$ cat config.mk
export PLATFORM = sky130hd
export DESIGN_NAME = ecsd_device_flat
export DESIGN_NICKNAME = d
export VERILOG_FILES = /design/src/ecsd_pkg.sv /design/src/ecsd_link_if.sv /design/src/ecsd_device.sv /design/src/flat_wrapper.sv
export SDC_FILE = /design/constraint.sdc
export NUM_CORES = 1
export LEC_CHECK = 0
export ABC_AREA = 1
export BUFFER_PORTS_ARGS = -buffer_cell sky130_fd_sc_hd__buf_2
export CELL_PAD_IN_SITES_DETAIL_PLACEMENT = 1
export CELL_PAD_IN_SITES_GLOBAL_PLACEMENT = 1
export CORE_MARGIN = 3
export CORE_UTILIZATION = 38
export DETAILED_ROUTE_END_ITERATION = 10
export PLACE_DENSITY_LB_ADDON = 0.12
export SYNTH_ARGS = -nofsm -noshare
export SYNTH_HDL_FRONTEND = slang
export SYNTH_SLANG_ARGS = --single-unit
$ cat constraint.sdc
create_clock -name clk -period 2.75 [get_ports clk]
set_input_delay 0.55 -clock clk [delete_from_list [all_inputs] [get_ports clk]]
set_output_delay 0.55 -clock clk [all_outputs]
set_load 0.01 [all_outputs]
$ cat src/ecsd_pkg.sv
// Shared constants for the configuration byte bank and its controller
package ecsd_pkg;

  // Link command codes
  typedef enum logic [2:0] {
    ECSD_OP_SET_NODE = 3'h0,
    ECSD_OP_SELECT   = 3'h1,
    ECSD_OP_READ     = 3'h2,
    ECSD_OP_WRITE    = 3'h3,
    ECSD_OP_SET_DRV  = 3'h4,
    ECSD_OP_GET_CAPS = 3'h5
  } ecsd_op_t;

  // Byte indices of the configuration array
  localparam logic [7:0] IDX_LO          = 8'h0F;
  localparam logic [7:0] IDX_HI          = 8'h3E;
  localparam logic [7:0] IDX_CMDQ        = 8'h0F;
  localparam logic [7:0] IDX_SEC_REMOVAL = 8'h10;
  localparam logic [7:0] IDX_PSA_EN      = 8'h11;
  localparam logic [7:0] IDX_MAX_PRELOAD = 8'h12;
  localparam logic [7:0] IDX_PRELOAD     = 8'h16;
  localparam logic [7:0] IDX_FFU_RESULT  = 8'h1A;
  localparam logic [7:0] IDX_MODE_OP     = 8'h1D;
  localparam logic [7:0] IDX_MODE_SEL    = 8'h1E;
  localparam logic [7:0] IDX_BARRIER     = 8'h1F;
  localparam logic [7:0] IDX_FLUSH       = 8'h20;
  localparam logic [7:0] IDX_CACHE       = 8'h21;
  localparam logic [7:0] IDX_SHUTDOWN    = 8'h22;
  localparam logic [7:0] IDX_PACK_FAIL   = 8'h23;
  localparam logic [7:0] IDX_PACK_RESULT = 8'h24;
  localparam logic [7:0] IDX_CONTEXT     = 8'h25;
  localparam logic [7:0] IDX_CONTEXT_END = 8'h33;
  localparam logic [7:0] IDX_EXT_PART    = 8'h34;
  localparam logic [7:0] IDX_EXC_FLAGS   = 8'h36;
  localparam logic [7:0] IDX_EXC_MASK    = 8'h38;
  localparam logic [7:0] IDX_GROUPS_REL  = 8'h3A;
  localparam logic [7:0] IDX_CLASS6      = 8'h3B;
  localparam logic [7:0] IDX_INIT_TMO    = 8'h3C;
  localparam logic [7:0] IDX_BLK_SIZE    = 8'h3D;
  localparam logic [7:0] IDX_EMULATION   = 8'h3E;

  // Values after reset, and the broadcast node address
  localparam logic [7:0]  RST_SEC_REMOVAL = 8'h3B;
  localparam logic [7:0]  RST_PSA_EN      = 8'h01;
  localparam logic [7:0]  RST_INIT_TMO    = 8'h0A;
  localparam logic [15:0] RST_NODE        = 16'h0001;
  localparam logic [15:0] RST_DRV         = 16'h0404;
  localparam logic [15:0] NODE_BROADCAST  = 16'h0000;
  localparam logic [31:0] MAX_PRELOAD_DEF = 32'h0000_0000;

  // Writable bit masks of mixed registers
  localparam logic [7:0] WM_SEC_REMOVAL = 8'h30;
  localparam logic [7:0] WM_PSA_EN      = 8'h03;
  localparam logic [7:0] WM_BIT0        = 8'h01;
  localparam logic [7:0] WM_FULL        = 8'hFF;

  // Controller register offsets (AXI4-Lite byte addresses)
  localparam logic [7:0] OFF_CTRL   = 8'h00;
  localparam logic [7:0] OFF_NODE   = 8'h04;
  localparam logic [7:0] OFF_DATA   = 8'h08;
  localparam logic [7:0] OFF_STATUS = 8'h0C;
  localparam logic [7:0] OFF_RDATA  = 8'h10;

  // Controller wait for an answer, in cycles
  localparam logic [7:0] RSP_TIMEOUT_CYC = 8'h10;

endpackage : ecsd_pkg

$ cat src/ecsd_link_if.sv
// Command link between the controller and the configuration bank
`timescale 1ns/1ps
interface ecsd_link_if;
  logic                    cmdValid;
  ecsd_pkg::ecsd_op_t      cmdOp;
  logic [15:0]             cmdNode;
  logic [7:0]              cmdIndex;
  logic [15:0]             cmdData;
  logic                    rspValid;
  logic [15:0]             rspData;

  modport dev  (input cmdValid, cmdOp, cmdNode, cmdIndex, cmdData, output rspValid, rspData);
  modport host (output cmdValid, cmdOp, cmdNode, cmdIndex, cmdData, input rspValid, rspData);
endinterface : ecsd_link_if

$ cat src/ecsd_device.sv
// Configuration byte bank with node address and driver stage registers
// What this block does
// - Reserved configuration bits always read zero
// - Obsolete field values have no effect
// - Writable 16-bit node address set by host
// - Answer only commands carrying own node address, plus every nonzero node assignment
// - Node address resets to 0x0001
// - Address zero never assigned; selects all to stand-by
// - Driver stage resets to 0x404, kept until programmed
// - Driver stage support reported; programmed only if supported
`timescale 1ns/1ps
module ecsd_device #(
  parameter logic [31:0] MaxPreload     = ecsd_pkg::MAX_PRELOAD_DEF,
  parameter bit          DrvImplemented = 1'b1
) (
  // Clock and reset
  input  wire logic                 clk,
  input  wire logic                 rst_n,
  // Link to the controller
  ecsd_link_if.dev                  link,
  // Status fed by the device core
  input  wire logic [7:0]           ffuResult,
  input  wire logic [7:0]           packedResult,
  input  wire logic [7:0]           packedFailIndex,
  input  wire logic [15:0]          exceptionFlags,
  input  wire logic [7:0]           groupsToRelease,
  input  wire logic [7:0]           dataBlockSize,
  // Settings seen by the device core
  output logic [15:0]               nodeAddress,
  output logic [15:0]               driverStage,
  output logic                      selected,
  output logic                      cacheOn,
  output logic                      cmdqOn,
  output logic                      barrierOn,
  output logic                      cacheFlushPulse,
  output logic                      modeOpPulse,
  output logic [7:0]                modeOpCode
);
  import ecsd_pkg::*;

  logic [7:0]  cfg_r [IDX_LO:IDX_HI];
  logic [15:0] node_r;
  logic [15:0] drv_r;
  logic        selected_r;
  logic        rspValid_r;
  logic [15:0] rspData_r;
  logic        flush_r;
  logic        modeOp_r;
  logic [7:0]  modeCode_r;
  logic        addrHit;
  logic [7:0]  rdByte;

  // Reset value of each stored byte
  function automatic logic [7:0] resetByte(input int idx);
    if (idx == int'(IDX_SEC_REMOVAL))
      resetByte = RST_SEC_REMOVAL;
    else if (idx == int'(IDX_PSA_EN))
      resetByte = RST_PSA_EN;
    else
      resetByte = 8'h00;
  endfunction : resetByte

  // Bits the host may change in each byte
  function automatic logic [7:0] writeMask(input logic [7:0] idx);
    if (idx == IDX_CMDQ || idx == IDX_BARRIER || idx == IDX_CACHE || idx == IDX_EMULATION)
      writeMask = WM_BIT0;
    else if (idx == IDX_SEC_REMOVAL)
      writeMask = WM_SEC_REMOVAL;
    else if (idx == IDX_PSA_EN)
      writeMask = WM_PSA_EN;
    else if ((idx >= IDX_PRELOAD && idx < IDX_FFU_RESULT) || idx == IDX_MODE_SEL
             || idx == IDX_SHUTDOWN || idx == IDX_CLASS6)
      writeMask = WM_FULL;
    else if (idx >= IDX_CONTEXT && idx < IDX_EXC_FLAGS)
      writeMask = WM_FULL;
    else if (idx == IDX_EXC_MASK || idx == IDX_EXC_MASK + 8'h01)
      writeMask = WM_FULL;
    else
      writeMask = 8'h00;
  endfunction : writeMask

  // Command carries this node's own address
  assign addrHit = link.cmdValid && (link.cmdNode == node_r);

  // Read view of the byte array
  always_comb
  begin
    rdByte = 8'h00;
    if (link.cmdIndex >= IDX_MAX_PRELOAD && link.cmdIndex < IDX_PRELOAD)
      rdByte = MaxPreload[8 * (link.cmdIndex - IDX_MAX_PRELOAD) +: 8];
    else if (link.cmdIndex == IDX_FFU_RESULT)
      rdByte = ffuResult;
    else if (link.cmdIndex == IDX_PACK_FAIL)
      rdByte = packedFailIndex;
    else if (link.cmdIndex == IDX_PACK_RESULT)
      rdByte = packedResult;
    else if (link.cmdIndex == IDX_EXC_FLAGS)
      rdByte = exceptionFlags[7:0];
    else if (link.cmdIndex == IDX_EXC_FLAGS + 8'h01)
      rdByte = exceptionFlags[15:8];
    else if (link.cmdIndex == IDX_GROUPS_REL)
      rdByte = groupsToRelease;
    else if (link.cmdIndex == IDX_INIT_TMO)
      rdByte = RST_INIT_TMO;
    else if (link.cmdIndex == IDX_BLK_SIZE)
      rdByte = dataBlockSize;
    else if (link.cmdIndex >= IDX_LO && link.cmdIndex <= IDX_HI)
      rdByte = cfg_r[link.cmdIndex];
  end

  // Configuration byte storage, masked writes
  always_ff @(posedge clk)
  begin
    if (!rst_n)
    begin
      for (int i = int'(IDX_LO); i <= int'(IDX_HI); i++)
        cfg_r[i] <= resetByte(i);
    end
    else if (addrHit && link.cmdOp == ECSD_OP_WRITE && writeMask(link.cmdIndex) != 8'h00)
    begin
      // Bits outside the mask are ignored as don't-care
      cfg_r[link.cmdIndex] <= (cfg_r[link.cmdIndex] & ~writeMask(link.cmdIndex))
                            | (link.cmdData[7:0] & writeMask(link.cmdIndex));
    end
  end

  // Node address, assigned during identification
  always_ff @(posedge clk)
  begin
    if (!rst_n)
      node_r <= RST_NODE;
    else if (link.cmdValid && link.cmdOp == ECSD_OP_SET_NODE
             && link.cmdData != NODE_BROADCAST)
      node_r <= link.cmdData;
  end

  // Driver stage, only if implemented
  always_ff @(posedge clk)
  begin
    if (!rst_n)
      drv_r <= RST_DRV;
    else if (addrHit && link.cmdOp == ECSD_OP_SET_DRV && DrvImplemented)
      drv_r <= link.cmdData;
  end

  // Selection state
  always_ff @(posedge clk)
  begin
    if (!rst_n)
      selected_r <= 1'b0;
    else if (link.cmdValid && link.cmdOp == ECSD_OP_SELECT)
      selected_r <= (link.cmdNode == node_r) && (link.cmdNode != NODE_BROADCAST);
  end

  // Answers to the controller
  always_ff @(posedge clk)
  begin
    if (!rst_n)
    begin
      rspValid_r <= 1'b0;
      rspData_r  <= 16'h0000;
    end
    else
    begin
      rspValid_r <= 1'b0;
      rspData_r  <= 16'h0000;
      if (link.cmdValid && link.cmdOp == ECSD_OP_SET_NODE && link.cmdData != NODE_BROADCAST)
      begin
        rspValid_r <= 1'b1;
        rspData_r  <= link.cmdData;
      end
      else if (addrHit && link.cmdNode != NODE_BROADCAST)
      begin
        rspValid_r <= 1'b1;
        case (link.cmdOp)
          ECSD_OP_SELECT:   rspData_r <= node_r;
          ECSD_OP_READ:     rspData_r <= {8'h00, rdByte};
          ECSD_OP_WRITE:    rspData_r <= {8'h00, link.cmdData[7:0] & writeMask(link.cmdIndex)};
          ECSD_OP_SET_DRV:  rspData_r <= DrvImplemented ? link.cmdData : RST_DRV;
          ECSD_OP_GET_CAPS: rspData_r <= {15'h0000, DrvImplemented};
          default:          rspData_r <= 16'h0000;
        endcase
      end
    end
  end

  // Side effects of write-only triggers
  always_ff @(posedge clk)
  begin
    if (!rst_n)
    begin
      flush_r    <= 1'b0;
      modeOp_r   <= 1'b0;
      modeCode_r <= 8'h00;
    end
    else
    begin
      // Only bit 0 starts a flush; other values do nothing
      flush_r  <= addrHit && link.cmdOp == ECSD_OP_WRITE
                  && link.cmdIndex == IDX_FLUSH && link.cmdData[0];
      modeOp_r <= addrHit && link.cmdOp == ECSD_OP_WRITE && link.cmdIndex == IDX_MODE_OP;
      if (addrHit && link.cmdOp == ECSD_OP_WRITE && link.cmdIndex == IDX_MODE_OP)
        modeCode_r <= link.cmdData[7:0];
    end
  end

  // Outputs straight from flops
  assign link.rspValid   = rspValid_r;
  assign link.rspData    = rspData_r;
  assign nodeAddress     = node_r;
  assign driverStage     = drv_r;
  assign selected        = selected_r;
  assign cacheOn         = cfg_r[IDX_CACHE][0];
  assign cmdqOn          = cfg_r[IDX_CMDQ][0];
  assign barrierOn       = cfg_r[IDX_BARRIER][0];
  assign cacheFlushPulse = flush_r;
  assign modeOpPulse     = modeOp_r;
  assign modeOpCode      = modeCode_r;

endmodule : ecsd_device

$ cat src/flat_wrapper.sv
// flat-port wrapper written by rule: the top's interface ports become plain ports
module ecsd_device_flat import ecsd_pkg::*;
#(
  parameter logic [31:0] MaxPreload     = ecsd_pkg::MAX_PRELOAD_DEF,
  parameter bit          DrvImplemented = 1'b1
)
  (clk, rst_n, ffuResult, packedResult, packedFailIndex, exceptionFlags, groupsToRelease, dataBlockSize, nodeAddress, driverStage, selected, cacheOn, cmdqOn, barrierOn, cacheFlushPulse, modeOpPulse, modeOpCode, link_cmdValid, link_cmdOp, link_cmdNode, link_cmdIndex, link_cmdData, link_rspValid, link_rspData);
  ecsd_link_if link_i ();
  input  wire logic clk;
  input  wire logic rst_n;
  input  wire logic [7:0] ffuResult;
  input  wire logic [7:0] packedResult;
  input  wire logic [7:0] packedFailIndex;
  input  wire logic [15:0] exceptionFlags;
  input  wire logic [7:0] groupsToRelease;
  input  wire logic [7:0] dataBlockSize;
  output logic [15:0] nodeAddress;
  output logic [15:0] driverStage;
  output logic selected;
  output logic cacheOn;
  output logic cmdqOn;
  output logic barrierOn;
  output logic cacheFlushPulse;
  output logic modeOpPulse;
  output logic [7:0] modeOpCode;
  input wire logic [$bits(link_i.cmdValid)-1:0] link_cmdValid;
  input wire logic [$bits(link_i.cmdOp)-1:0] link_cmdOp;
  input wire logic [$bits(link_i.cmdNode)-1:0] link_cmdNode;
  input wire logic [$bits(link_i.cmdIndex)-1:0] link_cmdIndex;
  input wire logic [$bits(link_i.cmdData)-1:0] link_cmdData;
  output wire logic [$bits(link_i.rspValid)-1:0] link_rspValid;
  output wire logic [$bits(link_i.rspData)-1:0] link_rspData;
  assign link_i.cmdValid = link_cmdValid;
  assign link_i.cmdOp = link_cmdOp;
  assign link_i.cmdNode = link_cmdNode;
  assign link_i.cmdIndex = link_cmdIndex;
  assign link_i.cmdData = link_cmdData;
  assign link_rspValid = link_i.rspValid;
  assign link_rspData = link_i.rspData;
  ecsd_device #(.MaxPreload(MaxPreload), .DrvImplemented(DrvImplemented)) u_core (.clk(clk), .rst_n(rst_n), .link(link_i), .ffuResult(ffuResult), .packedResult(packedResult), .packedFailIndex(packedFailIndex), .exceptionFlags(exceptionFlags), .groupsToRelease(groupsToRelease), .dataBlockSize(dataBlockSize), .nodeAddress(nodeAddress), .driverStage(driverStage), .selected(selected), .cacheOn(cacheOn), .cmdqOn(cmdqOn), .barrierOn(barrierOn), .cacheFlushPulse(cacheFlushPulse), .modeOpPulse(modeOpPulse), .modeOpCode(modeOpCode));
endmodule
==> metrics, run 1 <==
CTS buffer count=66; DRT Pass-1 Iters=5; top-area cell type share of the netlist area=57.2%; Syn Inst Count=3119; Final Max Slew Viols=0; FF/Latch Area=16600 µm²; Distinct cells, synth=43; Filler cells=8331; die area=74000 µm²; crit-path most repeated cell=nand2_1; leading cell type in the layout, fill and taps excluded=nand2_1; setup violators final=0; CP required=3.27 ns; Post-Route WL=91800 µm; Layout Cells excl Fill=4760; Final Cell Area=34500 µm²; FF+latch count, synth=572; CTS H-tree lvls=3; Yosys top cell by area=edfxtp_1; vias in the first global route=24.8k; Worst Setup Path Type=input port to register; crit path buf inv count=6; Crit path largest cell delay=0.27 ns; pin count of the biggest net entering global routing=64; Reg clk slew, reported paths=0.06 ns; synthesized area per cell=8.62 µm²; share of cells above drive strength 1=17.7%; Crit path arrival time=3.15 ns; GRT Residual Overflow=0; Fmax achieved=0.380 GHz; max_slew headroom=45.2%; Pwr per Cell Area=615 nW/µm²; Post-DP Area=32200 µm²; wire length per cell=19.3 µm; DRC errors left=0; Min Hold Slack=0.246 ns; area of the multi-input gates=10200 µm²; Root Buffer=clkbuf_16; status=finished clean; synth top area cells=edfxtp_1, nand2_1, nor2_1; IO buf count=164; Final Skew=0.0225 ns; RSZ-0062 raised after global routing=yes; Final period util=95.6%; setup TNS=0 ns; Starting Density=38.8%; CP max stage cell=buf_2; TritonCTS clock tree=done; Max-Cap Viols=0; initial antenna violation count=7; register area share after synthesis=61.6%; clk buf depth=3; Vias=23.0k; Final Hold Fails=0; iteration-0 DRC count of the detailed router=1555; Core Util, Final=49.8%; Via density=4.84; Final ANT Viol Nets=0; CTS sink count=572; worst hold path type=input port to register; endpoint class of the critical path=register; Die H=272 µm; area grow syn2layout=28.2%; first-pass GRT wire length=140000 µm; Max VDD drop=447 µV; Mapped Area=26900 µm²; nets=3880; Startpoint Class=input port; slew at the pin closest to its max-slew limit=0.822 ns; core area=69300 µm²; placed cells=4638; RD Place Congestion=0.891; leakage power=15.9 nW; Final min period=2.63 ns; I/O pin total=165; critical-path maximum fanout=8; Cell Rows=96; Largest delay share family, worst path=simple AND/OR/NAND/NOR gates; clk_lat worst skew=0.61 ns; Die Span X=272 µm; most frequent cells in the layout=nand2_1, edfxtp_1, nor2_1; DP HPWL=66700 µm; GRT Overall Usage=24.7%; synth warn=0
[power breakdown]
group	internal [mW]	switching [mW]	leakage, nW
logic	0.852	1.82	9.31
registers	10.1	0.159	5.65
clock network	4.73	3.56	0.984
[kinds of logic (layout without fill, tap and decap cells)]
kind of cell / Yosys count / in the layout / share of synthesized area, %
DFF: 572 / 572 / 61.6
buffers and inverters: 307 / 757 / 4.51
and+or+nand+nor: 2122 / 2122 / 31.1
other: 1 / 261 / 0.0139
AOI/OAI and AO/OA: 112 / 112 / 2.59
xor gates and xnor gates: 5 / 5 / 0.163
[tightest hold or removal path, delay by kind of cell]
| kind | cells | cell delay [ns] |
|---|---|---|
| AOI/OAI and AO/OA | 1 | 0.06 |
| buffers and inverters | 1 | 0.12 |
| and+or+nand+nor | 1 | 0.08 |
[layout make-up]
type,instances,share of cell area [%]
Tap cell,931,3.38
Inverter,154,1.73
Multi-Input combinational cell,2495,29.7
Sequential cell,572,48.1
Timing Repair Buffer,489,11.3
Antenna cell,5,0.0363
Clock inverter,33,0.715
Clock buffer,81,5.09
[synth_stat cells]
library cell / n
nor3_4: 3
nor4_2: 1
inv_1: 147
o221ai_1: 7
nand3b_1: 2
o211a_1: 1
buf_4: 4
o211ai_1: 3
nand2_1: 1591
o21ai_1: 1
nand3_2: 1
buf_2: 31
o2111ai_1: 1
a22oi_1: 1
nand4_1: 14
nor4_1: 14
buf_6: 1
and3_1: 2
nand3_1: 29
nand3_4: 10
o21ai_4: 1
nand2_2: 14
a21oi_1: 40
o21ai_0: 31
o22ai_1: 4
or2_0: 1
edfxtp_1: 512
nor2_1: 416
buf_1: 10
nor2_2: 4
nor3b_1: 2
dfxtp_1: 60
or2_2: 6
or4_1: 1
a2111oi_4: 1
clkinv_1: 4
clkbuf_1: 107
inv_2: 3
conb_1: 1
xor2_1: 5
nor3_1: 10
nor3_2: 1
a211oi_1: 21
[stage by stage]
step | total power [mW] | setup slack (ns)
floorplan | 11.6 | -0.0172
global placement | 12.9 | -0.674
global route | 22.0 | -0.0477
finish | 21.2 | 0.120
CTS | 21.3 | 0.00301
detailed placement | 13.0 | -0.723
[state kept, by name, indices dropped and copies added, names as in the netlist]
name                    cells
u_core.link.rspData        16
u_core.cfg_r              512
u_core.driverStage         16
u_core.selected             1
u_core.modeOpPulse          1
u_core.modeOpCode           8
u_core.nodeAddress         16
u_core.link.rspValid        1
u_core.cacheFlushPulse      1
[metal layers]
metal / up-vias / track usage [%] / routed length, µm / share of wire [%]
li1: 11000 / - / - / -
met1: 11400 / 31.4 / 39200 / 43
met2: 481 / 43.7 / 46200 / 50
met3: 164 / 3.06 / 3620 / 3.9
met4: 2 / 7.99 / 2770 / 3.0
met5: - / 0 / 12 / 0.013
[final timing paths]
kind                                       start                                  end  slack, ns  cells after the start
max                             link_cmdIndex[2]    u_core.link.rspData[0]$_SDFF_PN0_       0.12                     25
min reg2reg   u_core.nodeAddress[5]$_SDFFE_PN0P_   u_core.nodeAddress[5]$_SDFFE_PN0P_       0.49                      2
max reg2reg  u_core.nodeAddress[14]$_SDFFE_PN0P_    u_core.cfg_r[44][0]$_SDFFCE_PN0P_       0.14                     11
min                             link_cmdData[10]  u_core.nodeAddress[10]$_SDFFE_PN0P_       0.25                      3
[repair_timing]
| item | 4_1_cts | 5_1_grt |
|---|---|---|
| gates cloned | 0 | 1 |
| pin swaps | 7 | 9 |
| gates resized for setup | 34 | 30 |
| setup endpoints to repair | 206 | 451 |
| hold buffers | 0 | 0 |
| hold endpoints to repair | 0 | 0 |
| setup buffers | 1 | 1 |
Note: power is estimated with default switching activity, not from simulation.
==> run 2: changes to the inputs <==
--- a/config.mk
+++ b/config.mk
@@ -6,13 +6,14 @@
 export NUM_CORES = 1
 export LEC_CHECK = 0
 export ABC_AREA = 1
-export BUFFER_PORTS_ARGS = -buffer_cell sky130_fd_sc_hd__buf_2
 export CELL_PAD_IN_SITES_DETAIL_PLACEMENT = 1
 export CELL_PAD_IN_SITES_GLOBAL_PLACEMENT = 1
 export CORE_MARGIN = 3
 export CORE_UTILIZATION = 38
 export DETAILED_ROUTE_END_ITERATION = 10
+export DONT_BUFFER_PORTS = 1
 export PLACE_DENSITY_LB_ADDON = 0.12
+export SETUP_SLACK_MARGIN = 0.4
 export SYNTH_ARGS = -nofsm -noshare
 export SYNTH_HDL_FRONTEND = slang
 export SYNTH_SLANG_ARGS = --single-unit
==> constraint.sdc (replaced) <==
create_clock -name clk -period 3.4 [get_ports clk]
set_input_delay 0.68 -clock clk [delete_from_list [all_inputs] [get_ports clk]]
set_output_delay 0.68 -clock clk [all_outputs]
set_load 0.01 [all_outputs]
==> run 2 against run 1 <==
Net effect:
- first-iteration DRC count fell by 11%
- combinational power fell by 38%
- total power fell by 20%
- clock skew rose by 0.012 ns
- sequential cell count did not move
- sequential share of layout area rose by 4.4 points
- utilization fell by 4.2 points
- setup slack improved by 0.40 ns
- clock-buffer cell count rose by 11
- largest power group unchanged
- design area fell by 8.4%
- hold slack got worse by 0.052 ns
- register-to-register slack improved by 0.38 ns
==> metrics, run 2 (same netlist as run 1, synthesis figures left out) <==
Layout Cells excl Fill=4367 (-8.3%); Max-Cap Viols=0 (unchanged); CP required=3.92 ns (+0.65 ns); Final Hold Fails=0 (unchanged); area grow syn2layout=17.4%; Reg clk slew, reported paths=0.06 ns (about the same); slew at the pin closest to its max-slew limit=0.874 ns (+0.0521 ns); initial antenna violation count=2 (-5); Filler cells=8321 (-0.12%); CTS sink count=572 (unchanged); DRT Pass-1 Iters=5 (unchanged); area of the multi-input gates=10200 µm² (-0.88%); Crit path arrival time=3.40 ns (+0.25 ns); Largest delay share family, worst path=simple AND/OR/NAND/NOR gates; CP max stage cell=inv_8; Starting Density=38.8% (unchanged); vias in the first global route=22.6k (-8.5%); Crit Reg-Reg Endpoint=u_core.cfg_r[53][6]$_SDFFCE_PN0P_; share of cells above drive strength 1=7.77% (-9.9 points); Largest register FFs=512 (unchanged); worst hold path type=input port to register; RD Place Congestion=0.885 (-0.60%); Crit path largest cell delay=0.29 ns (+0.02 ns); Worst Hold Depth=1 (-2); TritonCTS clock tree=done; most frequent cells in the layout=nand2_1, edfxtp_1, nor2_1; core area=69300 µm² (unchanged); CTS H-tree lvls=3 (unchanged); iteration-0 DRC count of the detailed router=1378 (-11%); Die H=272 µm (unchanged); Cell Rows=96 (unchanged); CTS buffer count=68 (+3.0%); Final Max Slew Viols=0 (unchanged); die area=74000 µm² (unchanged); crit-path most repeated cell=nand2_1; DP HPWL=58700 µm (-12%); Worst Setup Path Type=input port to register; Fmax achieved=0.347 GHz; Final ANT Viol Nets=0 (unchanged); FF/Latch Area=16600 µm² (unchanged); Post-Route WL=87600 µm (-4.6%); clk_lat worst skew=0.62 ns (about the same); Reg2Reg Depth=10 (-1); Worst R2R Start=u_core.nodeAddress[14]$_SDFFE_PN0P_; GRT Residual Overflow=0 (unchanged); critical-path maximum fanout=253 (+245); endpoint class of the critical path=register; Final min period=2.88 ns; crit path buf inv count=2 (-4); leakage power=14.0 nW (-12%); Startpoint Class=input port; setup TNS=0 ns (unchanged); pin count of the biggest net entering global routing=254 (+300%); nets=3484 (-10%); Vias=21.5k (-6.7%); clk buf depth=3 (unchanged); first-pass GRT wire length=133000 µm (-4.9%); placed cells=4242 (-8.5%); IO buf count=0 (-100%); CP Launch Point=link_cmdIndex[0]; status=finished clean; Reg2Reg Setup Slack=0.52 ns (+0.38 ns); Total Power=16.9 mW (-20%); max_slew headroom=41.5% (-3.7 points); setup violators final=0 (unchanged); Pwr per Cell Area=535 nW/µm² (-13%); Final Skew=0.0348 ns (+0.0123 ns); Root Buffer=clkbuf_16; Final period util=84.7%; Worst path depth=24 (-4.0%); CP Cell Sequence=inv_8 -> buf_12 -> nand2_1 -> nand2_1 -> nand2_1 -> nand2_1 -> nand2_1 -> nand2_1 -> nor2_1 -> nor2_1 -> nor2_1 -> nand2_1 -> nand2_1 -> nand2_1 -> nand2_1 -> nand2_1 -> nand2_1 -> nand2_1 -> nand2_1 -> nand2_1 -> nand2_1 -> nand2_1 -> nand2_1 -> a21oi_1; DRC errors left=0 (unchanged); leading cell type in the layout, fill and taps excluded=nand2_1; Max VDD drop=364 µV (-19%); I/O pin total=165 (unchanged); GRT Overall Usage=23.7% (-0.99 points); wire length per cell=20.1 µm (+4.0%); hold_sp=rst_n; RSZ-0062 raised after global routing=no; Top reg by flops=u_core.cfg_r; Via density=4.92 (+1.7%); capture point of the worst path=u_core.link.rspData[5]$_SDFF_PN0_; Die Span X=272 µm (unchanged)
## run 2: where the power goes
| group | internal (mW) | switching (mW) | total, mW |
|---|---|---|---|
| combinational | 0.429 | 1.23 | 1.65 |
| clock | 4.03 | 2.93 | 6.95 |
| sequential | 8.15 | 0.131 | 8.28 |
| total | 12.6 | 4.28 | 16.9 |
## run 2: per-stage QoR
stage / utilization, % / hold slack [ns] / setup slack [ns] / instance area [µm²]
finish: 45.6 / 0.194 / 0.520 / 31600
global route: 45.6 / 0.177 / 0.401 / 31600
CTS: 45.5 / 0.172 / 0.398 / 31500
detailed placement: 42.4 / 0.533 / 0.0944 / 29400
global placement: 42.4 / 0.524 / 0.140 / 29400
floorplan: - / 0.498 / 0.503 / 27900
## run 2: how the worst min path moves through the flow
| stage | slack [ns] | endpoint |
|---|---|---|
| after floorplan | 0.50 | u_core.selected$_SDFFE_PN0P_ |
| after global placement | 0.52 | u_core.selected$_SDFFE_PN0P_ |
| after detailed placement | 0.53 | u_core.driverStage[9]$_SDFFE_PN0P_ |
| after CTS | 0.17 | u_core.driverStage[10]$_SDFFE_PN1P_ |
| after global routing | 0.18 | u_core.driverStage[10]$_SDFFE_PN1P_ |
| final | 0.19 | u_core.nodeAddress[0]$_SDFFE_PN1P_ |
## run 2: worst register-to-register path, delay by kind of cell, from the launching register on
| family | cells | cell delay [ns] |
|---|---|---|
| flip-flops | 1 | 0.39 |
| buffers and inverters | 2 | 0.35 |
| AND/OR/NAND/NOR | 7 | 1.69 |
| AO/OA/AOI/OAI | 1 | 0.14 |
## run 2: cell type report
class	instances	share of cell area, %
flip-flops and latches	572	52.5
multi-input cells	2495	32.1
clock buffers	92	5.92
well taps	931	3.69
repair buffers	91	3.15
inverters	154	1.86
clock inverters	31	0.749
diodes	1	0.00792
## run 2: what timing repair did
action / in CTS / in global routing
buffers inserted: 0 / 0
endpoints found under the setup margin: 150 / 262
pin swaps: 0 / 2
gates resized for setup: 19 / 15
cloned: 0 / 1
hold buffers: 0 / 0
## run 2: routing by layer
layer  global-route usage [%]  part of all wire [%]  vias up
met3                     4.53                   5.2      193
met1                     29.6                    42    10600
li1                         -                     -    10200
met5                        0                     0        -
met2                     41.1                    50      484
met4                     8.27                   3.6        0
==> run 3: changes to the inputs <==
==> constraint.sdc (replaced) <==
create_clock -name clk -period 2.9 [get_ports clk]
set_input_delay 0.58 -clock clk [delete_from_list [all_inputs] [get_ports clk]]
set_output_delay 0.58 -clock clk [all_outputs]
set_load 0.01 [all_outputs]
==> run 3 against run 2 <==
Net effect:
- critical path depth shrank 4
- critical path type unchanged
- critical endpoint is now u_core.cfg_r[39][2]$_SDFFCE_PN0P_
- hold slack lost 0.062 ns
- register-to-register slack lost 0.30 ns
- sequential share of layout area shrank 6.3 points
- largest cell class unchanged
- total power grew 25%
- design area grew 14%
==> metrics, run 3 (same netlist as run 1, synthesis figures left out) <==
status=finished clean; DRC errors left=0 (unchanged); I/O pin total=165 (unchanged); Reg2Reg Setup Slack=0.22 ns (-0.30 ns); setup violators final=0 (unchanged); Final Skew=0.0380 ns (+0.00318 ns); clk buf depth=3 (unchanged); CP Cell Sequence=clkinv_16 -> buf_16 -> buf_12 -> nand2_1 -> nand2_1 -> nand2_1 -> nand2_1 -> nand2_1 -> nand2_1 -> nor2_2 -> nor2_1 -> nor2_1 -> nand2_2 -> buf_6 -> nand2_4 -> nand2_4 -> clkinvlp_4 -> buf_12 -> clkbuf_16 -> nor2_1; Die H=272 µm (unchanged); Pint=15.6 mW (+23%); Largest register FFs=512 (unchanged); Die Span X=272 µm (unchanged); leading cell type in the layout, fill and taps excluded=nand2_1; CP max stage cell=nor2_2; Largest delay share family, worst path=simple AND/OR/NAND/NOR gates; Startpoint Class=input port; Crit Reg-Reg Endpoint=u_core.cfg_r[25][4]$_SDFFCE_PN0P_; crit-path most repeated cell=nand2_1; iteration-0 DRC count of the detailed router=1368 (-0.73%); area grow syn2layout=33.4%; first-pass GRT wire length=133000 µm (-0.56%); worst hold path type=input port to register; Cell Rows=96 (unchanged); pin count of the biggest net entering global routing=254 (unchanged); met2 Use GR=41.7% (+0.54 points); capture point of the worst path=u_core.cfg_r[39][2]$_SDFFCE_PN0P_; max_slew headroom=45.9% (+4.4 points); ant diodes=0 (-1); Root Buffer=clkbuf_16; TritonCTS clock tree=done; endpoint class of the critical path=register; DP HPWL=59200 µm (+0.79%); nets=3652 (+4.8%); Vias=22.5k (+4.8%); Reg power frac=46.0% (-3.0 points); Core Util, Final=51.8% (+6.2 points); Crit path largest cell delay=0.20 ns (-0.09 ns); CTS H-tree lvls=3 (unchanged); slew at the pin closest to its max-slew limit=0.811 ns (-0.0634 ns); CTS buffer count=68 (unchanged); met3 usage=3.11% (-1.4 points); CP Launch Point=link_cmdIndex[0]; Final min period=2.71 ns; Worst path depth=20 (-17%); Top reg by flops=u_core.cfg_r; Crit path arrival time=3.06 ns (-0.34 ns); Pwr per Cell Area=589 nW/µm² (+10%); Worst Hold Depth=1 (unchanged); crit path buf inv count=7 (+5); Post-Route WL=96800 µm (+10%); Sw Share=26.4% (+1.0 points); Worst Setup Path Type=input port to register; Final ANT Viol Nets=0 (unchanged); share of cells above drive strength 1=21.9% (+14 points); NetSw=5.57 mW (+30%); GRT Overall Usage=23.2% (-0.49 points); Final Hold Fails=0 (unchanged); Starting Density=38.8% (unchanged); GR peak layer=met2; Clock power frac=39.7% (-1.5 points); initial antenna violation count=0 (-2); IO buf count=0 (unchanged); CTS sink count=572 (unchanged); clk_lat worst skew=0.61 ns (about the same); leakage power=15.6 nW (+11%); Final Max Slew Viols=0 (unchanged); GRT Residual Overflow=0 (unchanged); met1 Track Usage GR=29.4% (-0.16 points); Reg2Reg Depth=10 (unchanged); Final WS setup=0.188 ns (-0.332 ns); RD Place Congestion=0.893 (+0.85%); critical-path maximum fanout=254 (+0.40%); core area=69300 µm² (unchanged); placed cells=4334 (+2.2%); Place WS=-0.237 ns (-0.331 ns); Via density=4.97 (+0.91%); vias in the first global route=22.7k (+0.20%); Reg clk slew, reported paths=0.06 ns (about the same); CP required=3.25 ns (-0.67 ns); most frequent cells in the layout=nand2_1, edfxtp_1, conb_1; Max-Cap Viols=0 (unchanged); Worst R2R Start=u_core.nodeAddress[14]$_SDFFE_PN0P_; Layout Cells excl Fill=4534 (+3.8%); RSZ-0062 raised after global routing=yes; Gate power share=14.3% (+4.5 points); Final period util=93.5%; die area=74000 µm² (unchanged); DRT Pass-1 Iters=5 (unchanged); wire length per cell=21.3 µm (+6.4%); Max VDD drop=462 µV (+27%); Fmax achieved=0.369 GHz
## run 3: cell count changes in the layout (fill, tap and decap cells not counted), moves of 55 or more
cell     change
buf_4       +55
nand2_1    -127
nand2_2     +72
nor2_1     -207
nor2_2     +112
nor2_4      +95
## run 3: cell type report
| cell class | instances | area, µm² |
|---|---|---|
| well taps | 931 | 1160 |
| flip-flops and latches | 572 | 16600 |
| clock buffers | 91 | 1880 |
| repair inverters | 1 | 11.3 |
| inverters | 154 | 654 |
| repair buffers | 258 | 3480 |
| fillers | 7994 | 33400 |
| multi-input cells | 2495 | 11800 |
| clock inverters | 32 | 284 |
## run 3: metrics by stage
stage / setup TNS [ns] / hold slack, ns / area, µm² / total power, mW
floorplan: 0 / 0.498 / 28200 / 11.0
global placement: -11.46 / 0.531 / 30500 / 11.9
detailed placement: -35.03 / 0.534 / 30500 / 12.0
CTS: 0 / 0.109 / 32900 / 20.4
global route: 0 / 0.113 / 35900 / 21.9
finish: 0 / 0.132 / 35900 / 21.1
## run 3: timing repair
item	4_1_cts	5_1_grt
setup endpoints to repair	508	520
resized for setup	60	535
pin swaps	11	100
cloned	0	37
hold buffers	0	0
buffers inserted	2	38
## run 3: worst min path at each step
| stage | startpoint | slack [ns] | end |
|---|---|---|---|
| 6_report | rst_n | 0.13 | u_core.nodeAddress[0]$_SDFFE_PN1P_ |
| 2_1_floorplan | u_core.selected$_SDFFE_PN0P_ | 0.50 | u_core.selected$_SDFFE_PN0P_ |
| 4_1_cts | rst_n | 0.11 | u_core.nodeAddress[0]$_SDFFE_PN1P_ |
| 5_1_grt | rst_n | 0.11 | u_core.driverStage[10]$_SDFFE_PN1P_ |
| 3_3_place_gp | u_core.selected$_SDFFE_PN0P_ | 0.53 | u_core.selected$_SDFFE_PN0P_ |
| 3_5_place_dp | u_core.driverStage[1]$_SDFFE_PN0P_ | 0.53 | u_core.driverStage[1]$_SDFFE_PN0P_ |
## run 3: per-layer routing
metal	wire [µm]	up-vias
li1	-	10600
met1	39600	11100
met2	48600	638
met3	5040	177
met4	3540	0
met5	0	-
## run 3: power by group through the flow
stage / logic (mW) / registers, mW / clock network, mW
2_1_floorplan: 1.22 / 9.81 / 0
3_3_place_gp: 2.05 / 9.85 / 0
3_5_place_dp: 2.08 / 9.87 / 0
4_1_cts: 2.11 / 9.70 / 8.57
5_1_grt: 3.23 / 9.75 / 8.93
6_report: 3.03 / 9.71 / 8.39
## run 3: worst register-to-register path, delay by kind of cell (launching register included)
family,cells,cell delay [ns]
AND/OR/NAND/NOR,8,1.69
buffers and inverters,1,0.19
flip-flops,1,0.35
AO/OA/AOI/OAI,1,0.15
